<file path="config.mk">
export PLATFORM = sky130hd
export DESIGN_NAME = hao_homing_objects
export DESIGN_NICKNAME = d
export VERILOG_FILES = /design/src/core/hao_pkg.sv /design/src/core/hao_homing_objects.sv /design/src/core/hao_ref_sum.sv /design/src/core/hao_tick.sv
export SDC_FILE = /design/constraint.sdc
export NUM_CORES = 2
export LEC_CHECK = 0
export BUFFER_PORTS_ARGS = -buffer_cell sky130_fd_sc_hd__buf_2
export CORE_MARGIN = 5
export CORE_UTILIZATION = 45
export DETAILED_ROUTE_END_ITERATION = 7
export PLACE_DENSITY_LB_ADDON = 0.2
export SLEW_MARGIN = 15
export SYNTH_ARGS = -nofsm -noshare
export SYNTH_HDL_FRONTEND = slang
export SYNTH_HIERARCHICAL = 1
export SYNTH_SLANG_ARGS = --single-unit
</file>
<file path="constraint.sdc">
create_clock -name clk_in -period 18.8 [get_ports clk_in]
set_input_delay 0.94 -clock clk_in [delete_from_list [all_inputs] [get_ports clk_in]]
set_output_delay 0.94 -clock clk_in [all_outputs]
set_load 0.005 [all_outputs]
</file>
<file path="src/core/hao_pkg.sv">
// Purpose: shared constants and types of the homing and offset objects
// Assumes: one 200 MHz clock, one control tick every 125 us
// Notes: object indices and sub-indices are the dictionary addresses
package hao_pkg;

  // ----------------------------------------------------------------
  // object addresses
  // ----------------------------------------------------------------
  localparam logic [15:0] IDX_HOME_SPEED = 16'h6099;
  localparam logic [15:0] IDX_HOME_ACC = 16'h609A;
  localparam logic [15:0] IDX_POS_OFF = 16'h60B0;
  localparam logic [15:0] IDX_VEL_OFF = 16'h60B1;
  localparam logic [15:0] IDX_TRQ_OFF = 16'h60B2;
  localparam logic [15:0] IDX_PROBE_FN = 16'h60B8;
  localparam logic [7:0] SUB_COUNT = 8'h00;
  localparam logic [7:0] SUB_SWITCH = 8'h01;
  localparam logic [7:0] SUB_ZERO = 8'h02;

  // ----------------------------------------------------------------
  // reset values and limits
  // ----------------------------------------------------------------
  localparam logic [7:0] HOME_SPEED_ENTRIES = 8'h02;
  localparam logic [31:0] SW_SPEED_RST = 32'h001AAAAB;
  localparam logic [31:0] ZERO_SPEED_RST = 32'h00000064;
  localparam logic [31:0] ZERO_SPEED_MIN = 32'h0000000A;
  localparam logic [31:0] ACC_RST = 32'h00000064;
  localparam logic [31:0] ACC_ZERO_SUBST = 32'h00000001;
  localparam logic [31:0] OFFSET32_RST = 32'h00000000;
  localparam logic [15:0] OFFSET16_RST = 16'h0000;
  localparam logic [15:0] PROBE_FN_RST = 16'h0000;
  localparam logic signed [15:0] TRQ_OFF_MAX = 16'sh0BB8;
  localparam logic signed [15:0] TRQ_OFF_MIN = -16'sh0BB8;
  localparam logic signed [15:0] TRQ_SAT_MAX = 16'sh7FFF;
  localparam logic signed [15:0] TRQ_SAT_MIN = -16'sh8000;
  localparam logic [15:0] FF_SRC_EXTERNAL = 16'h0002;
  localparam logic [15:0] STOP_OPT_HOMING_ACC = 16'h0002;

  // ----------------------------------------------------------------
  // probe function word layout
  // ----------------------------------------------------------------
  localparam int PRB1_BASE = 0;
  localparam int PRB2_BASE = 8;
  localparam int PRB_EN = 0;
  localparam int PRB_CONT = 1;
  localparam int PRB_SRC = 2;
  localparam int PRB_POS = 4;
  localparam int PRB_NEG = 5;

  // ----------------------------------------------------------------
  // timing
  // ----------------------------------------------------------------
  localparam int CLK_HZ = 200_000_000;
  localparam int CTRL_PERIOD_US = 125;
  localparam int CTRL_TICK_CYCLES = CLK_HZ / 1_000_000 * CTRL_PERIOD_US;
  localparam int TICKS_PER_S = 1_000_000 / CTRL_PERIOD_US;
  localparam int HOMING_TIMEOUT_MS = 10000;
  localparam int HOMING_TIMEOUT_TICKS =
    HOMING_TIMEOUT_MS * (TICKS_PER_S / 1000);

  // ----------------------------------------------------------------
  // types
  // ----------------------------------------------------------------
  typedef enum logic [1:0] {
    MODE_HOMING = 2'h0,
    MODE_CSP = 2'h1,
    MODE_CSV = 2'h2,
    MODE_CST = 2'h3
  } hao_mode_t;

  typedef struct packed {
    logic wr;
    logic rd;
    logic [15:0] index;
    logic [7:0] sub;
    logic [31:0] wdata;
  } hao_obj_req_t;

  typedef struct packed {
    logic ack;
    logic err;
    logic [31:0] rdata;
  } hao_obj_rsp_t;

  typedef struct packed {
    logic [31:0] sw_speed;
    logic [31:0] zero_speed;
    logic [31:0] acc;
    logic [31:0] pos_off;
    logic [31:0] vel_off;
    logic [15:0] trq_off;
    logic [15:0] probe_fn;
  } hao_objs_t;

  typedef struct packed {
    logic neg_edge;
    logic pos_edge;
    logic src_index;
    logic continuous;
    logic enable;
  } hao_probe_cfg_t;

  // speed change per control tick for a given acceleration
  function automatic logic [31:0] hao_ramp_step(input logic [31:0] acc);
    logic [31:0] q;
    q = acc / 32'(TICKS_PER_S);
    return (q == 32'h0) ? 32'h1 : q;
  endfunction

  function automatic hao_probe_cfg_t hao_probe_cfg(input logic [5:0] f);
    hao_probe_cfg_t c;
    c.enable = f[PRB_EN];
    c.continuous = f[PRB_CONT];
    c.src_index = f[PRB_SRC];
    c.pos_edge = f[PRB_POS];
    c.neg_edge = f[PRB_NEG];
    return c;
  endfunction

endpackage

</file>
<file path="src/core/hao_homing_objects.sv">
// Purpose: homing sequencer and offset object store
// Assumes: inputs synchronous to clk_in, object port driven by host side
// Notes: homing speeds are magnitudes; direction is chosen elsewhere
`timescale 1ns/100ps
module hao_homing_objects #(
  parameter int TICK_CYCLES = hao_pkg::CTRL_TICK_CYCLES,
  parameter int TIMEOUT_TICKS = hao_pkg::HOMING_TIMEOUT_TICKS
) (
  input wire logic clk_in,
  input wire logic rst_in,
  input wire hao_pkg::hao_obj_req_t obj_req_in,
  output hao_pkg::hao_obj_rsp_t obj_rsp_out,
  input wire hao_pkg::hao_mode_t mode_in,
  input wire logic homing_start_in,
  input wire logic halt_in,
  input wire logic [15:0] stop_option_setting_in,
  input wire logic decel_point_in,
  input wire logic home_signal_in,
  input wire logic [31:0] commanded_target_position_in,
  input wire logic [31:0] speed_ref_in,
  input wire logic [15:0] commanded_target_torque_in,
  input wire logic [15:0] speed_feedforward_source_setting_in,
  input wire logic [15:0] torque_feedforward_source_setting_in,
  output logic [31:0] homing_speed_out,
  output logic [31:0] homing_accel_out,
  output logic homing_busy_out,
  output logic homing_done_out,
  output logic homing_timeout_fault_out,
  output logic home_blocked_out,
  output hao_pkg::hao_probe_cfg_t probe1_cfg_out,
  output hao_pkg::hao_probe_cfg_t probe2_cfg_out,
  output logic [31:0] eff_target_position_out,
  output logic [31:0] eff_speed_ref_out,
  output logic [31:0] speed_ff_out,
  output logic [15:0] torque_ff_out,
  output logic [15:0] eff_target_torque_out
);

  // ----------------------------------------------------------------
  // object store
  // ----------------------------------------------------------------
  hao_pkg::hao_objs_t objs_r;
  hao_pkg::hao_objs_t objs_nxt;
  hao_pkg::hao_obj_rsp_t rsp_nxt;
  hao_pkg::hao_probe_cfg_t prb1_nxt;
  hao_pkg::hao_probe_cfg_t prb2_nxt;

  always_comb
  begin
    objs_nxt = objs_r;
    rsp_nxt = '0;
    if (obj_req_in.wr)
    begin
      rsp_nxt.ack = 1'b1;
      unique case (obj_req_in.index)
        hao_pkg::IDX_HOME_SPEED:
        begin
          if (obj_req_in.sub == hao_pkg::SUB_SWITCH)
            objs_nxt.sw_speed = obj_req_in.wdata;
          else if (obj_req_in.sub == hao_pkg::SUB_ZERO &&
                   obj_req_in.wdata >= hao_pkg::ZERO_SPEED_MIN)
            objs_nxt.zero_speed = obj_req_in.wdata;
          else
            rsp_nxt.err = 1'b1;
        end
        hao_pkg::IDX_HOME_ACC:
        begin
          if (obj_req_in.wdata == 32'h0)
            objs_nxt.acc = hao_pkg::ACC_ZERO_SUBST;
          else
            objs_nxt.acc = obj_req_in.wdata;
        end
        hao_pkg::IDX_POS_OFF:
          objs_nxt.pos_off = obj_req_in.wdata;
        hao_pkg::IDX_VEL_OFF:
          objs_nxt.vel_off = obj_req_in.wdata;
        hao_pkg::IDX_TRQ_OFF:
        begin
          // out-of-range torque offsets are refused, old value kept
          if ($signed(obj_req_in.wdata) > 32'(hao_pkg::TRQ_OFF_MAX) ||
              $signed(obj_req_in.wdata) < 32'(hao_pkg::TRQ_OFF_MIN))
            rsp_nxt.err = 1'b1;
          else
            objs_nxt.trq_off = obj_req_in.wdata[15:0];
        end
        hao_pkg::IDX_PROBE_FN:
          objs_nxt.probe_fn = obj_req_in.wdata[15:0];
        default:
          rsp_nxt.err = 1'b1;
      endcase
    end
    else if (obj_req_in.rd)
    begin
      rsp_nxt.ack = 1'b1;
      unique case (obj_req_in.index)
        hao_pkg::IDX_HOME_SPEED:
        begin
          if (obj_req_in.sub == hao_pkg::SUB_COUNT)
            rsp_nxt.rdata = {24'h0, hao_pkg::HOME_SPEED_ENTRIES};
          else if (obj_req_in.sub == hao_pkg::SUB_SWITCH)
            rsp_nxt.rdata = objs_r.sw_speed;
          else if (obj_req_in.sub == hao_pkg::SUB_ZERO)
            rsp_nxt.rdata = objs_r.zero_speed;
          else
            rsp_nxt.err = 1'b1;
        end
        hao_pkg::IDX_HOME_ACC:
          rsp_nxt.rdata = objs_r.acc;
        hao_pkg::IDX_POS_OFF:
          rsp_nxt.rdata = objs_r.pos_off;
        hao_pkg::IDX_VEL_OFF:
          rsp_nxt.rdata = objs_r.vel_off;
        hao_pkg::IDX_TRQ_OFF:
          rsp_nxt.rdata = 32'($signed(objs_r.trq_off));
        hao_pkg::IDX_PROBE_FN:
          rsp_nxt.rdata = {16'h0, objs_r.probe_fn};
        default:
          rsp_nxt.err = 1'b1;
      endcase
    end
    // src_index selects the encoder index, i.e. each revolution's zero
    prb1_nxt = hao_pkg::hao_probe_cfg(
      objs_nxt.probe_fn[hao_pkg::PRB1_BASE +: 6]);
    prb2_nxt = hao_pkg::hao_probe_cfg(
      objs_nxt.probe_fn[hao_pkg::PRB2_BASE +: 6]);
  end

  always_ff @(posedge clk_in or posedge rst_in)
  begin
    if (rst_in)
    begin
      objs_r.sw_speed <= hao_pkg::SW_SPEED_RST;
      objs_r.zero_speed <= hao_pkg::ZERO_SPEED_RST;
      objs_r.acc <= hao_pkg::ACC_RST;
      objs_r.pos_off <= hao_pkg::OFFSET32_RST;
      objs_r.vel_off <= hao_pkg::OFFSET32_RST;
      objs_r.trq_off <= hao_pkg::OFFSET16_RST;
      objs_r.probe_fn <= hao_pkg::PROBE_FN_RST;
      obj_rsp_out <= '0;
      probe1_cfg_out <= '0;
      probe2_cfg_out <= '0;
    end
    else
    begin
      objs_r <= objs_nxt;
      obj_rsp_out <= rsp_nxt;
      probe1_cfg_out <= prb1_nxt;
      probe2_cfg_out <= prb2_nxt;
    end
  end

  // ----------------------------------------------------------------
  // control tick
  // ----------------------------------------------------------------
  logic tick;

  hao_tick #(
    .PERIOD(TICK_CYCLES)
  ) u_tick (
    .clk_in(clk_in),
    .rst_in(rst_in),
    .tick_out(tick)
  );

  // ----------------------------------------------------------------
  // homing sequencer
  // ----------------------------------------------------------------
  typedef enum logic [6:0] {
    HS_IDLE = 7'b0000001,
    HS_SWITCH = 7'b0000010,
    HS_DECEL = 7'b0000100,
    HS_ZERO = 7'b0001000,
    HS_DONE = 7'b0010000,
    HS_FAULT = 7'b0100000,
    HS_STOP = 7'b1000000
  } hao_home_state_t;

  hao_home_state_t hs_r;
  hao_home_state_t hs_nxt;
  logic [31:0] speed_r;
  logic [31:0] speed_nxt;
  logic [31:0] acc_run_r;
  logic [31:0] acc_run_nxt;
  logic [31:0] tmo_r;
  logic [31:0] tmo_nxt;
  logic home_prev_r;
  logic fault_r;
  logic fault_nxt;
  logic [31:0] step;
  logic home_rise;
  logic searching;

  always_comb
  begin
    hs_nxt = hs_r;
    speed_nxt = speed_r;
    acc_run_nxt = acc_run_r;
    tmo_nxt = tmo_r;
    fault_nxt = fault_r;
    step = hao_pkg::hao_ramp_step(acc_run_r);
    home_rise = home_signal_in & ~home_prev_r;
    searching = (hs_r == HS_SWITCH) || (hs_r == HS_DECEL) ||
                (hs_r == HS_ZERO);
    if (searching && tick)
      tmo_nxt = tmo_r + 32'h1;
    // other stop options stop at once; a drive-level ramp applies there
    if (halt_in && (searching || hs_r == HS_STOP) &&
        stop_option_setting_in != hao_pkg::STOP_OPT_HOMING_ACC)
    begin
      hs_nxt = HS_IDLE;
      speed_nxt = 32'h0;
    end
    // a held halt must not re-take the stop state, or the ramp would stall
    else if (halt_in && searching)
      hs_nxt = HS_STOP;
    else if (homing_start_in && mode_in == hao_pkg::MODE_HOMING &&
             !searching && hs_r != HS_STOP)
    begin
      hs_nxt = HS_SWITCH;
      acc_run_nxt = objs_r.acc;
      speed_nxt = objs_r.sw_speed;
      tmo_nxt = 32'h0;
      fault_nxt = 1'b0;
    end
    else if (searching && tmo_r >= 32'(TIMEOUT_TICKS))
    begin
      hs_nxt = HS_FAULT;
      fault_nxt = 1'b1;
      speed_nxt = 32'h0;
    end
    else
    begin
      unique case (hs_r)
        HS_IDLE, HS_DONE, HS_FAULT:
          speed_nxt = 32'h0;
        HS_SWITCH:
        begin
          speed_nxt = objs_r.sw_speed;
          if (decel_point_in)
            hs_nxt = HS_DECEL;
        end
        HS_DECEL:
        begin
          // home edges here are dropped until zero-search speed is reached
          if (speed_r <= objs_r.zero_speed ||
              speed_r - objs_r.zero_speed <= step)
          begin
            if (tick)
            begin
              speed_nxt = objs_r.zero_speed;
              hs_nxt = HS_ZERO;
            end
          end
          else if (tick)
            speed_nxt = speed_r - step;
        end
        HS_ZERO:
        begin
          speed_nxt = objs_r.zero_speed;
          if (home_rise)
          begin
            hs_nxt = HS_DONE;
            speed_nxt = 32'h0;
          end
        end
        HS_STOP:
        begin
          if (tick)
          begin
            if (speed_r <= step)
            begin
              speed_nxt = 32'h0;
              hs_nxt = HS_IDLE;
            end
            else
              speed_nxt = speed_r - step;
          end
        end
      endcase
    end
  end

  always_ff @(posedge clk_in or posedge rst_in)
  begin
    if (rst_in)
    begin
      hs_r <= HS_IDLE;
      speed_r <= 32'h0;
      acc_run_r <= hao_pkg::ACC_RST;
      tmo_r <= 32'h0;
      home_prev_r <= 1'b0;
      fault_r <= 1'b0;
      homing_speed_out <= 32'h0;
      homing_accel_out <= hao_pkg::ACC_RST;
      homing_busy_out <= 1'b0;
      homing_done_out <= 1'b0;
      homing_timeout_fault_out <= 1'b0;
      home_blocked_out <= 1'b0;
    end
    else
    begin
      hs_r <= hs_nxt;
      speed_r <= speed_nxt;
      acc_run_r <= acc_run_nxt;
      tmo_r <= tmo_nxt;
      home_prev_r <= home_signal_in;
      fault_r <= fault_nxt;
      homing_speed_out <= speed_nxt;
      homing_accel_out <= acc_run_nxt;
      homing_busy_out <= (hs_nxt == HS_SWITCH) || (hs_nxt == HS_DECEL) ||
                         (hs_nxt == HS_ZERO) || (hs_nxt == HS_STOP);
      homing_done_out <= (hs_nxt == HS_DONE);
      homing_timeout_fault_out <= fault_nxt;
      home_blocked_out <= (hs_nxt == HS_DECEL);
    end
  end

  // ----------------------------------------------------------------
  // cyclic reference offsets
  // ----------------------------------------------------------------
  hao_ref_sum u_ref_sum (
    .clk_in(clk_in),
    .rst_in(rst_in),
    .mode_in(mode_in),
    .objs_in(objs_r),
    .commanded_target_position_in(commanded_target_position_in),
    .speed_ref_in(speed_ref_in),
    .commanded_target_torque_in(commanded_target_torque_in),
    .speed_feedforward_source_setting_in(
      speed_feedforward_source_setting_in),
    .torque_feedforward_source_setting_in(
      torque_feedforward_source_setting_in),
    .eff_target_position_out(eff_target_position_out),
    .eff_speed_ref_out(eff_speed_ref_out),
    .speed_ff_out(speed_ff_out),
    .torque_ff_out(torque_ff_out),
    .eff_target_torque_out(eff_target_torque_out)
  );

endmodule

</file>
<file path="src/core/hao_ref_sum.sv">
// Purpose: offsets and feedforward applied to cyclic references
// Assumes: commanded references valid in the cycle they are sampled
// Notes: one cycle of latency on every output
`timescale 1ns/100ps
module hao_ref_sum (
  input wire logic clk_in,
  input wire logic rst_in,
  input wire hao_pkg::hao_mode_t mode_in,
  input wire hao_pkg::hao_objs_t objs_in,
  input wire logic [31:0] commanded_target_position_in,
  input wire logic [31:0] speed_ref_in,
  input wire logic [15:0] commanded_target_torque_in,
  input wire logic [15:0] speed_feedforward_source_setting_in,
  input wire logic [15:0] torque_feedforward_source_setting_in,
  output logic [31:0] eff_target_position_out,
  output logic [31:0] eff_speed_ref_out,
  output logic [31:0] speed_ff_out,
  output logic [15:0] torque_ff_out,
  output logic [15:0] eff_target_torque_out
);
  logic [31:0] pos_nxt;
  logic [31:0] spd_nxt;
  logic [31:0] sff_nxt;
  logic [15:0] tff_nxt;
  logic [15:0] trq_nxt;
  logic signed [16:0] trq_sum;

  always_comb
  begin
    trq_sum = 17'($signed(commanded_target_torque_in))
      + 17'($signed(objs_in.trq_off));
    pos_nxt = commanded_target_position_in;
    spd_nxt = speed_ref_in;
    sff_nxt = 32'h0;
    tff_nxt = 16'h0;
    trq_nxt = commanded_target_torque_in;
    if (mode_in == hao_pkg::MODE_CSP)
    begin
      pos_nxt = commanded_target_position_in + objs_in.pos_off;
      if (speed_feedforward_source_setting_in == hao_pkg::FF_SRC_EXTERNAL)
        sff_nxt = objs_in.vel_off;
    end
    if (mode_in == hao_pkg::MODE_CSV)
      spd_nxt = speed_ref_in + objs_in.vel_off;
    if ((mode_in == hao_pkg::MODE_CSP || mode_in == hao_pkg::MODE_CSV) &&
        torque_feedforward_source_setting_in == hao_pkg::FF_SRC_EXTERNAL)
      tff_nxt = objs_in.trq_off;
    if (mode_in == hao_pkg::MODE_CST)
    begin
      // saturate rather than wrap the torque reference
      if (trq_sum > 17'(hao_pkg::TRQ_SAT_MAX))
        trq_nxt = hao_pkg::TRQ_SAT_MAX;
      else if (trq_sum < 17'(hao_pkg::TRQ_SAT_MIN))
        trq_nxt = hao_pkg::TRQ_SAT_MIN;
      else
        trq_nxt = trq_sum[15:0];
    end
  end

  always_ff @(posedge clk_in or posedge rst_in)
  begin
    if (rst_in)
    begin
      eff_target_position_out <= 32'h0;
      eff_speed_ref_out <= 32'h0;
      speed_ff_out <= 32'h0;
      torque_ff_out <= 16'h0;
      eff_target_torque_out <= 16'h0;
    end
    else
    begin
      eff_target_position_out <= pos_nxt;
      eff_speed_ref_out <= spd_nxt;
      speed_ff_out <= sff_nxt;
      torque_ff_out <= tff_nxt;
      eff_target_torque_out <= trq_nxt;
    end
  end
endmodule

</file>
<file path="src/core/hao_tick.sv">
// Purpose: control-cycle enable divider
// Assumes: PERIOD of at least 2 clock cycles
// Notes: tick is a one-cycle pulse
`timescale 1ns/100ps
module hao_tick #(
  parameter int PERIOD = hao_pkg::CTRL_TICK_CYCLES
) (
  input wire logic clk_in,
  input wire logic rst_in,
  output logic tick_out
);
  logic [31:0] cnt_r;
  logic [31:0] cnt_nxt;
  logic tick_nxt;

  always_comb
  begin
    tick_nxt = 1'b0;
    cnt_nxt = cnt_r + 32'h1;
    if (cnt_r == 32'(PERIOD - 1))
    begin
      cnt_nxt = 32'h0;
      tick_nxt = 1'b1;
    end
  end

  always_ff @(posedge clk_in or posedge rst_in)
  begin
    if (rst_in)
    begin
      cnt_r <= 32'h0;
      tick_out <= 1'b0;
    end
    else
    begin
      cnt_r <= cnt_nxt;
      tick_out <= tick_nxt;
    end
  end
endmodule

</file>
# Yosys cells after proc, flatten, opt, wreduce, memory -nomap -nowiden

Index checks and enable logic that the tools add are counted.

Add/sub/neg operators: 7
Divide/modulo/power cells: 1
Order comparisons: 9
Equality and inequality tests: 31
Mux-type cells: 57
Bitwise operators: 6
Reduce and logical (&&, ||, !) cells: 38

Operators with widths:

| cell                   | number |
|---|---|
| $mux 32                | 25 |
| $pmux 32 s6            | 1 |
| $pmux 32 s5            | 1 |
| $eq 16x15->1 const B   | 6 |
| $le 32x32->1           | 3 |
| $mux 7                 | 10 |
| $add 32x1->32 const B  | 2 |
| $add 32x32->32         | 2 |
| $logic_not 32->1       | 2 |
| $mux 16                | 4 |
| $sub 32x32->32         | 2 |
| $mux 34                | 1 |
| $div 32x13->32 const B | 1 |
| $eq 16x2->1 const B    | 2 |
| $eq 32x15->1 const B   | 1 |
| $ge 32x17->1 const B   | 1 |
| $ge 32x4->1 const B    | 1 |
| $gt 32x13->1 const B   | 1 |
| $lt 32x13->1 const B   | 1 |
| $mux 14                | 2 |
| $pmux 7 s4             | 1 |
| $add 16x16->17         | 1 |
| $gt 17x16->1 const B   | 1 |
| $lt 17x16->1 const B   | 1 |
| other kinds (33)       | 76 |

Register bits: 505
Input port bits: 194
Output and inout port bits: 240
Logic and storage cells: 186

# Logic depth before layout (Yosys ltp)

Depth after elaboration: 15
Depth in mapped cells: 89

# Hierarchy

The synthesis kept the hierarchy.

By module, submodules not included:

| module             | instances | cells each | area each (um2) | seq. area each (um2) |
|---|---|---|---|---|
| hao_homing_objects | 1         | 2842       | 25036.5         | 8385.5 |
| hao_ref_sum        | 1         | 940        | 8863.5          | 3203.1 |
| hao_tick           | 1         | 139        | 1566.5          | 825.8 |

# Least setup slack after synthesis

Ideal clock, no wire load.

Path type: register -> register
From: register acc_run_r[27]
To: register speed_r[29]
Arrival: 17715 ps
Data required time: 18679 ps
Setup slack: 964 ps
Cell stages (with the launch flop): 84
Path through: dfrtp_1 buf_2 and4_1 buf_4 a211oi_1 a211o_1 mux2i_1 o32ai_4 a21o_1 buf_4 inv_2 mux2_4 a21o_1 and3_1 buf_2 or3_4 o21ai_4 mux2_1 (+48 left out) a21o_1 a21o_1 a21o_1 a21o_1 a21o_1 a21o_1 a21o_1 a21o_1 a21o_1 a21o_1 a21o_1 nand2_1 nand2b_1 nor4_1 xor2_1 a222oi_1 o21ai_0 a22o_1

Word-level cells in the longest chain between the ends: 11
Elaborated cells between the ends (all ways): 16
Those cells by class: add/sub (1); div (1); order compare (2); mux (10); reduce/logical (2)

RTL lines:

| element                                | RTL line                                             | RTL |
|---|---|---|
| start, declared                        | hao_homing_objects.sv:182                            | `logic [31:0] acc_run_r;` |
| start signal, assigned                 | hao_homing_objects.sv:289                            | `acc_run_r <= hao_pkg::ACC_RST;` |
| start signal, assigned                 | hao_homing_objects.sv:304                            | `acc_run_r <= acc_run_nxt;` |
| $div 32x13->32 (*)                     | hao_pkg.sv:105                                       | `q = acc / 32'(TICKS_PER_S);` |
| $logic_not 32->1                       | hao_pkg.sv:106                                       | `return (q == 32'h0) ? 32'h1 : q;` |
| $mux 32 (*)                            | hao_pkg.sv:106                                       |  |
| $sub 32x32->32 (tied with other cells) | hao_homing_objects.sv:255, hao_homing_objects.sv:276 |  |
| $mux 32 (tied with other cells)        | hao_homing_objects.sv:270                            | `if (speed_r <= step)` |
| $mux 32 (on tied branches)             | hao_homing_objects.sv:268, hao_homing_objects.sv:245 |  |
| $pmux 32 s5 (*)                        | hao_homing_objects.sv:233                            | `unique case (hs_r)` |
| $mux 32 (*)                            | hao_homing_objects.sv:225                            | `else if (searching && tmo_r >= 32'(TIMEOUT_TICKS))` |
| $mux 32 (*)                            | hao_homing_objects.sv:216                            | `else if (homing_start_in && mode_in == hao_pkg::MODE_HOMING &&` |
| $mux 32 (*)                            | hao_homing_objects.sv:214                            | `else if (halt_in && searching)` |
| $mux 32 (*)                            | hao_homing_objects.sv:207                            | `if (halt_in && (searching \|\| hs_r == HS_STOP) &&` |
| end signal, assigned                   | hao_homing_objects.sv:303                            | `speed_r <= speed_nxt;` |
| end, declared                          | hao_homing_objects.sv:180                            | `logic [31:0] speed_r;` |

Mark *: on every way between the ends. The rest lies on a longest branch, timed or not. The select of a mux whose other input is x is not followed.
A chain may end at the register's enable or synchronous reset.

# Final worst setup path

From: register acc_run_r[30]
To: register speed_r[29]

Same word-level chain as after synthesis.

==> qor.yml <==
outcome:
  status: "finished, violations left"
  violations: "design-rule violations"
cells_and_area:
  synthToLayoutAreaGrowth_pct: 19.0
  final_util_pct: 53.7
  drive_gt1_share_pct: 26.2
  final_cells: 5501
  fin_nets: 4752
  design_area_um2: 42200
timing:
  fin_crit_sh_pct: 97.5
  clock_skew_ns: 0.0293
  min_period_ns: 18.32
  relSlewSlack_pct: 22.3
  whs_ns: 0.435
  hold_viol: 0
  slew_viol_final: 0
  rsz0062_at_grt: "yes"
  tightest_slew_ns: 1.16
  fin_setup_tns_ns: 0
  finalSetupViolCount: 0
  fmax_ghz: 0.0546
  fin_ws_ns: 0.478
floorplan:
  start_util_pct: 45.1
  die_y_um: 291
  ios: 434
  design.core.area_um2: 78600
  rows: 103
  die_w_um: 291
  dieArea_um2: 84500
yosys:
  ys.warnings.count: 6
  synth-edff-count: 0
  async_flop_share_pct: 100
  synth_top_area_cell: "dfrtp_1"
  synth.distinct_cells: 141
  syn_nets: 4276
  synth_seq_area_share_pct: 35.0
  netlist_area_um2: 35500
  synth_top_area_share_pct: 33.4
  synth_flop_cell: "dfrtp_1"
  synth_cells: 3921
  synthTopCellsByArea: "dfrtp_1 (33%), mux2_2 (6.0%), ha_1 (5.5%)"
  ys_ff_latch: 495
  syn_avg_cell_area_um2: 9.05
critical_path:
  required_ns: 19.31
  crit_path_max_incr_delay_ns: 0.61
  worst_setup_path_end_kind: "flip-flop"
  crit_type: "flip-flop to flip-flop"
  crit_start: "acc_run_r[30]"
  critPathTopFamily: "compound AO/OA/AOI/OAI gates"
  cp.buffers_inverters: 9
  crit_fanout: 13
  r2r-start: "acc_run_r[30]"
  cpMostUsedCell: "a21o_1"
  startpoint_type: "flip-flop"
  arrival_ns: 18.83
  crit_slowest_cell: "or4_4"
clocking:
  clock-sinks: 495
  cts.clk_slew.worst_paths_ns: 0.06
  numCtsBuffers: 56
  cts_tree: "done"
  cts_max_level: 2
  hold_buffers: 0
  cts-root-buf: "clkbuf_16"
  clk_latency_ns: 0.63
  clock_path_buffers: 3
hold_path:
  hold_class: "input pin to flip-flop"
  hp-start: "home_signal_in"
routing:
  avgViaCountPerCell: 6.11
  wl_per_cell_um: 23.5
  drcViolationCount: 4
  antenna_left: 0
  drtIter0Drc: 3225
  drtPass1Iterations: 8
  vias: 33600
  totalWireLength_um: 129000
global_routing:
  grt_remaining_overflow: 0
  grt_start_max_net_pins: 131
  track_usage_pct: 28.8
  grt_pass1_vias: 31700
  grt_pass1_wl_um: 195000
  antenna_found_initial: 17
placement:
  placed_cells: 5343
  place_hpwl_um: 97200
  gp_congestion: 0.935
  placed_cell_area_um2: 39300
  place_ws_ns: -0.230
  portBuffers: 433
run:
  cap_violations: 0
power_and_ir_drop:
  power_density_nw_per_um2: 95.2
  vdd_ir_drop_max_mv: 0.114
  power_leakage_nw: 19.8
  total_power_mw: 4.02
## sequential cells by signal (all words and copies together), names as in the netlist, 32 cells and up
register,count
objs_r,192
obj_rsp_out,34
u_ref_sum/eff_speed_ref_out,32
acc_run_r,32
u_tick/cnt_r,32
speed_r,32
u_ref_sum/eff_target_position_out,32
tmo_r,32
u_ref_sum/speed_ff_out,32
## kinds of logic (layout without fill, tap and decap cells)
logic type	after synthesis	after routing	synth area share (%)
simple gates	1282	1282	18.2
compound gates	1187	1187	24.1
flops	495	495	35.0
buf+inv	344	864	4.00
mux	248	249	7.86
xor+xnor	202	202	5.01
fa+ha+maj	163	163	5.84
other cells	0	9	0
## cell type report
| cell class | instances | area (um^2) |
|---|---|---|
| tap | 1050 | 1310 |
| fill | 7328 | 36400 |
| antenna | 9 | 22.5 |
| inverter | 130 | 503 |
| clock inverter | 21 | 191 |
| timing repair buffer | 631 | 3710 |
| clock buffer | 82 | 1610 |
| sequential | 495 | 12400 |
| multi-input combinational | 3083 | 22500 |
## metal layers
metal  GRT usage [%]  vias up  routed length [um]
li1                -    15600                   -
met1            39.6    16500               55800
met2            45.9     1277               58900
met3            5.01      232                8870
met4            10.3       18                5300
met5               0        -                 118
## cells in the final DEF, fill, tap and decap left out, types with 91 or more instances in the layout
master | synthesis | layout
dfrtp_1 | 473 | 470
buf_2 | 24 | 433
nand2_1 | 406 | 404
nor2_1 | 271 | 264
a21oi_1 | 259 | 252
o21ai_0 | 206 | 200
buf_4 | 17 | 191
mux2_2 | 190 | 188
ha_1 | 156 | 156
inv_1 | 120 | 118
xnor2_1 | 120 | 115
a21o_1 | 100 | 99
nand3_1 | 95 | 91
## power breakdown
| part | switching, mW | total, mW | leakage (nW) | internal (mW) |
|---|---|---|---|---|
| Sequential | 0.0667 | 1.18 | 6.47 | 1.12 |
| Clock | 0.466 | 1.09 | 0.895 | 0.621 |
| Combinational | 1.05 | 1.75 | 12.4 | 0.699 |
## path summary, 6_finish.rpt
| kind | slack [ns] | to | cells past startpoint |
|---|---|---|---|
| worst max-delay path | 0.48 | speed_r[29] | 79 |
| worst min-delay path | 0.43 | home_prev_r | 1 |
| worst max register to register | 0.48 | speed_r[29] | 79 |
| worst min register to register | 0.47 | acc_run_r[4] | 2 |
| max in group asynchronous | 15.78 | acc_run_r[31] | 4 |
| min in group asynchronous | 0.44 | u_ref_sum/eff_target_position_out[24] | 2 |
## worst reg2reg max path, delay by kind of cell, from the launching register on
| kind | cells | cell delay (ns) |
|---|---|---|
| and+or+nand+nor | 19 | 4.72 |
| adders and majority gates | 1 | 0.20 |
| muxes | 5 | 1.63 |
| DFF | 1 | 0.34 |
| buffers and inverters | 9 | 1.37 |
| AOI/OAI and AO/OA | 43 | 9.58 |
| xor gates and xnor gates | 2 | 0.34 |
## synthesized netlist by cell type, types with 25 or more instances
cell type  count
a211oi_1      42
a21o_1       100
a21oi_1      259
a221oi_1      44
a22o_1        63
a31oi_1       33
and2_1        80
and3_1        34
clkbuf_1     154
dfrtp_1      473
ha_1         156
inv_1        120
mux2_2       190
mux2i_1       47
nand2_1      406
nand3_1       95
nand4_1       73
nor2_1       271
nor2b_1       27
nor3_1        69
nor4_1        49
o211ai_1      63
o21a_1        42
o21ai_0      206
or3_1         25
xnor2_1      120
xor2_1        81
## timing repair
item	CTS	global route
gates resized for setup	16	129
cloned	0	1
pin swaps	4	47
buffers inserted	7	38
endpoints found under the setup margin	6	38
No activity file was read; power rests on OpenSTA's default activity.
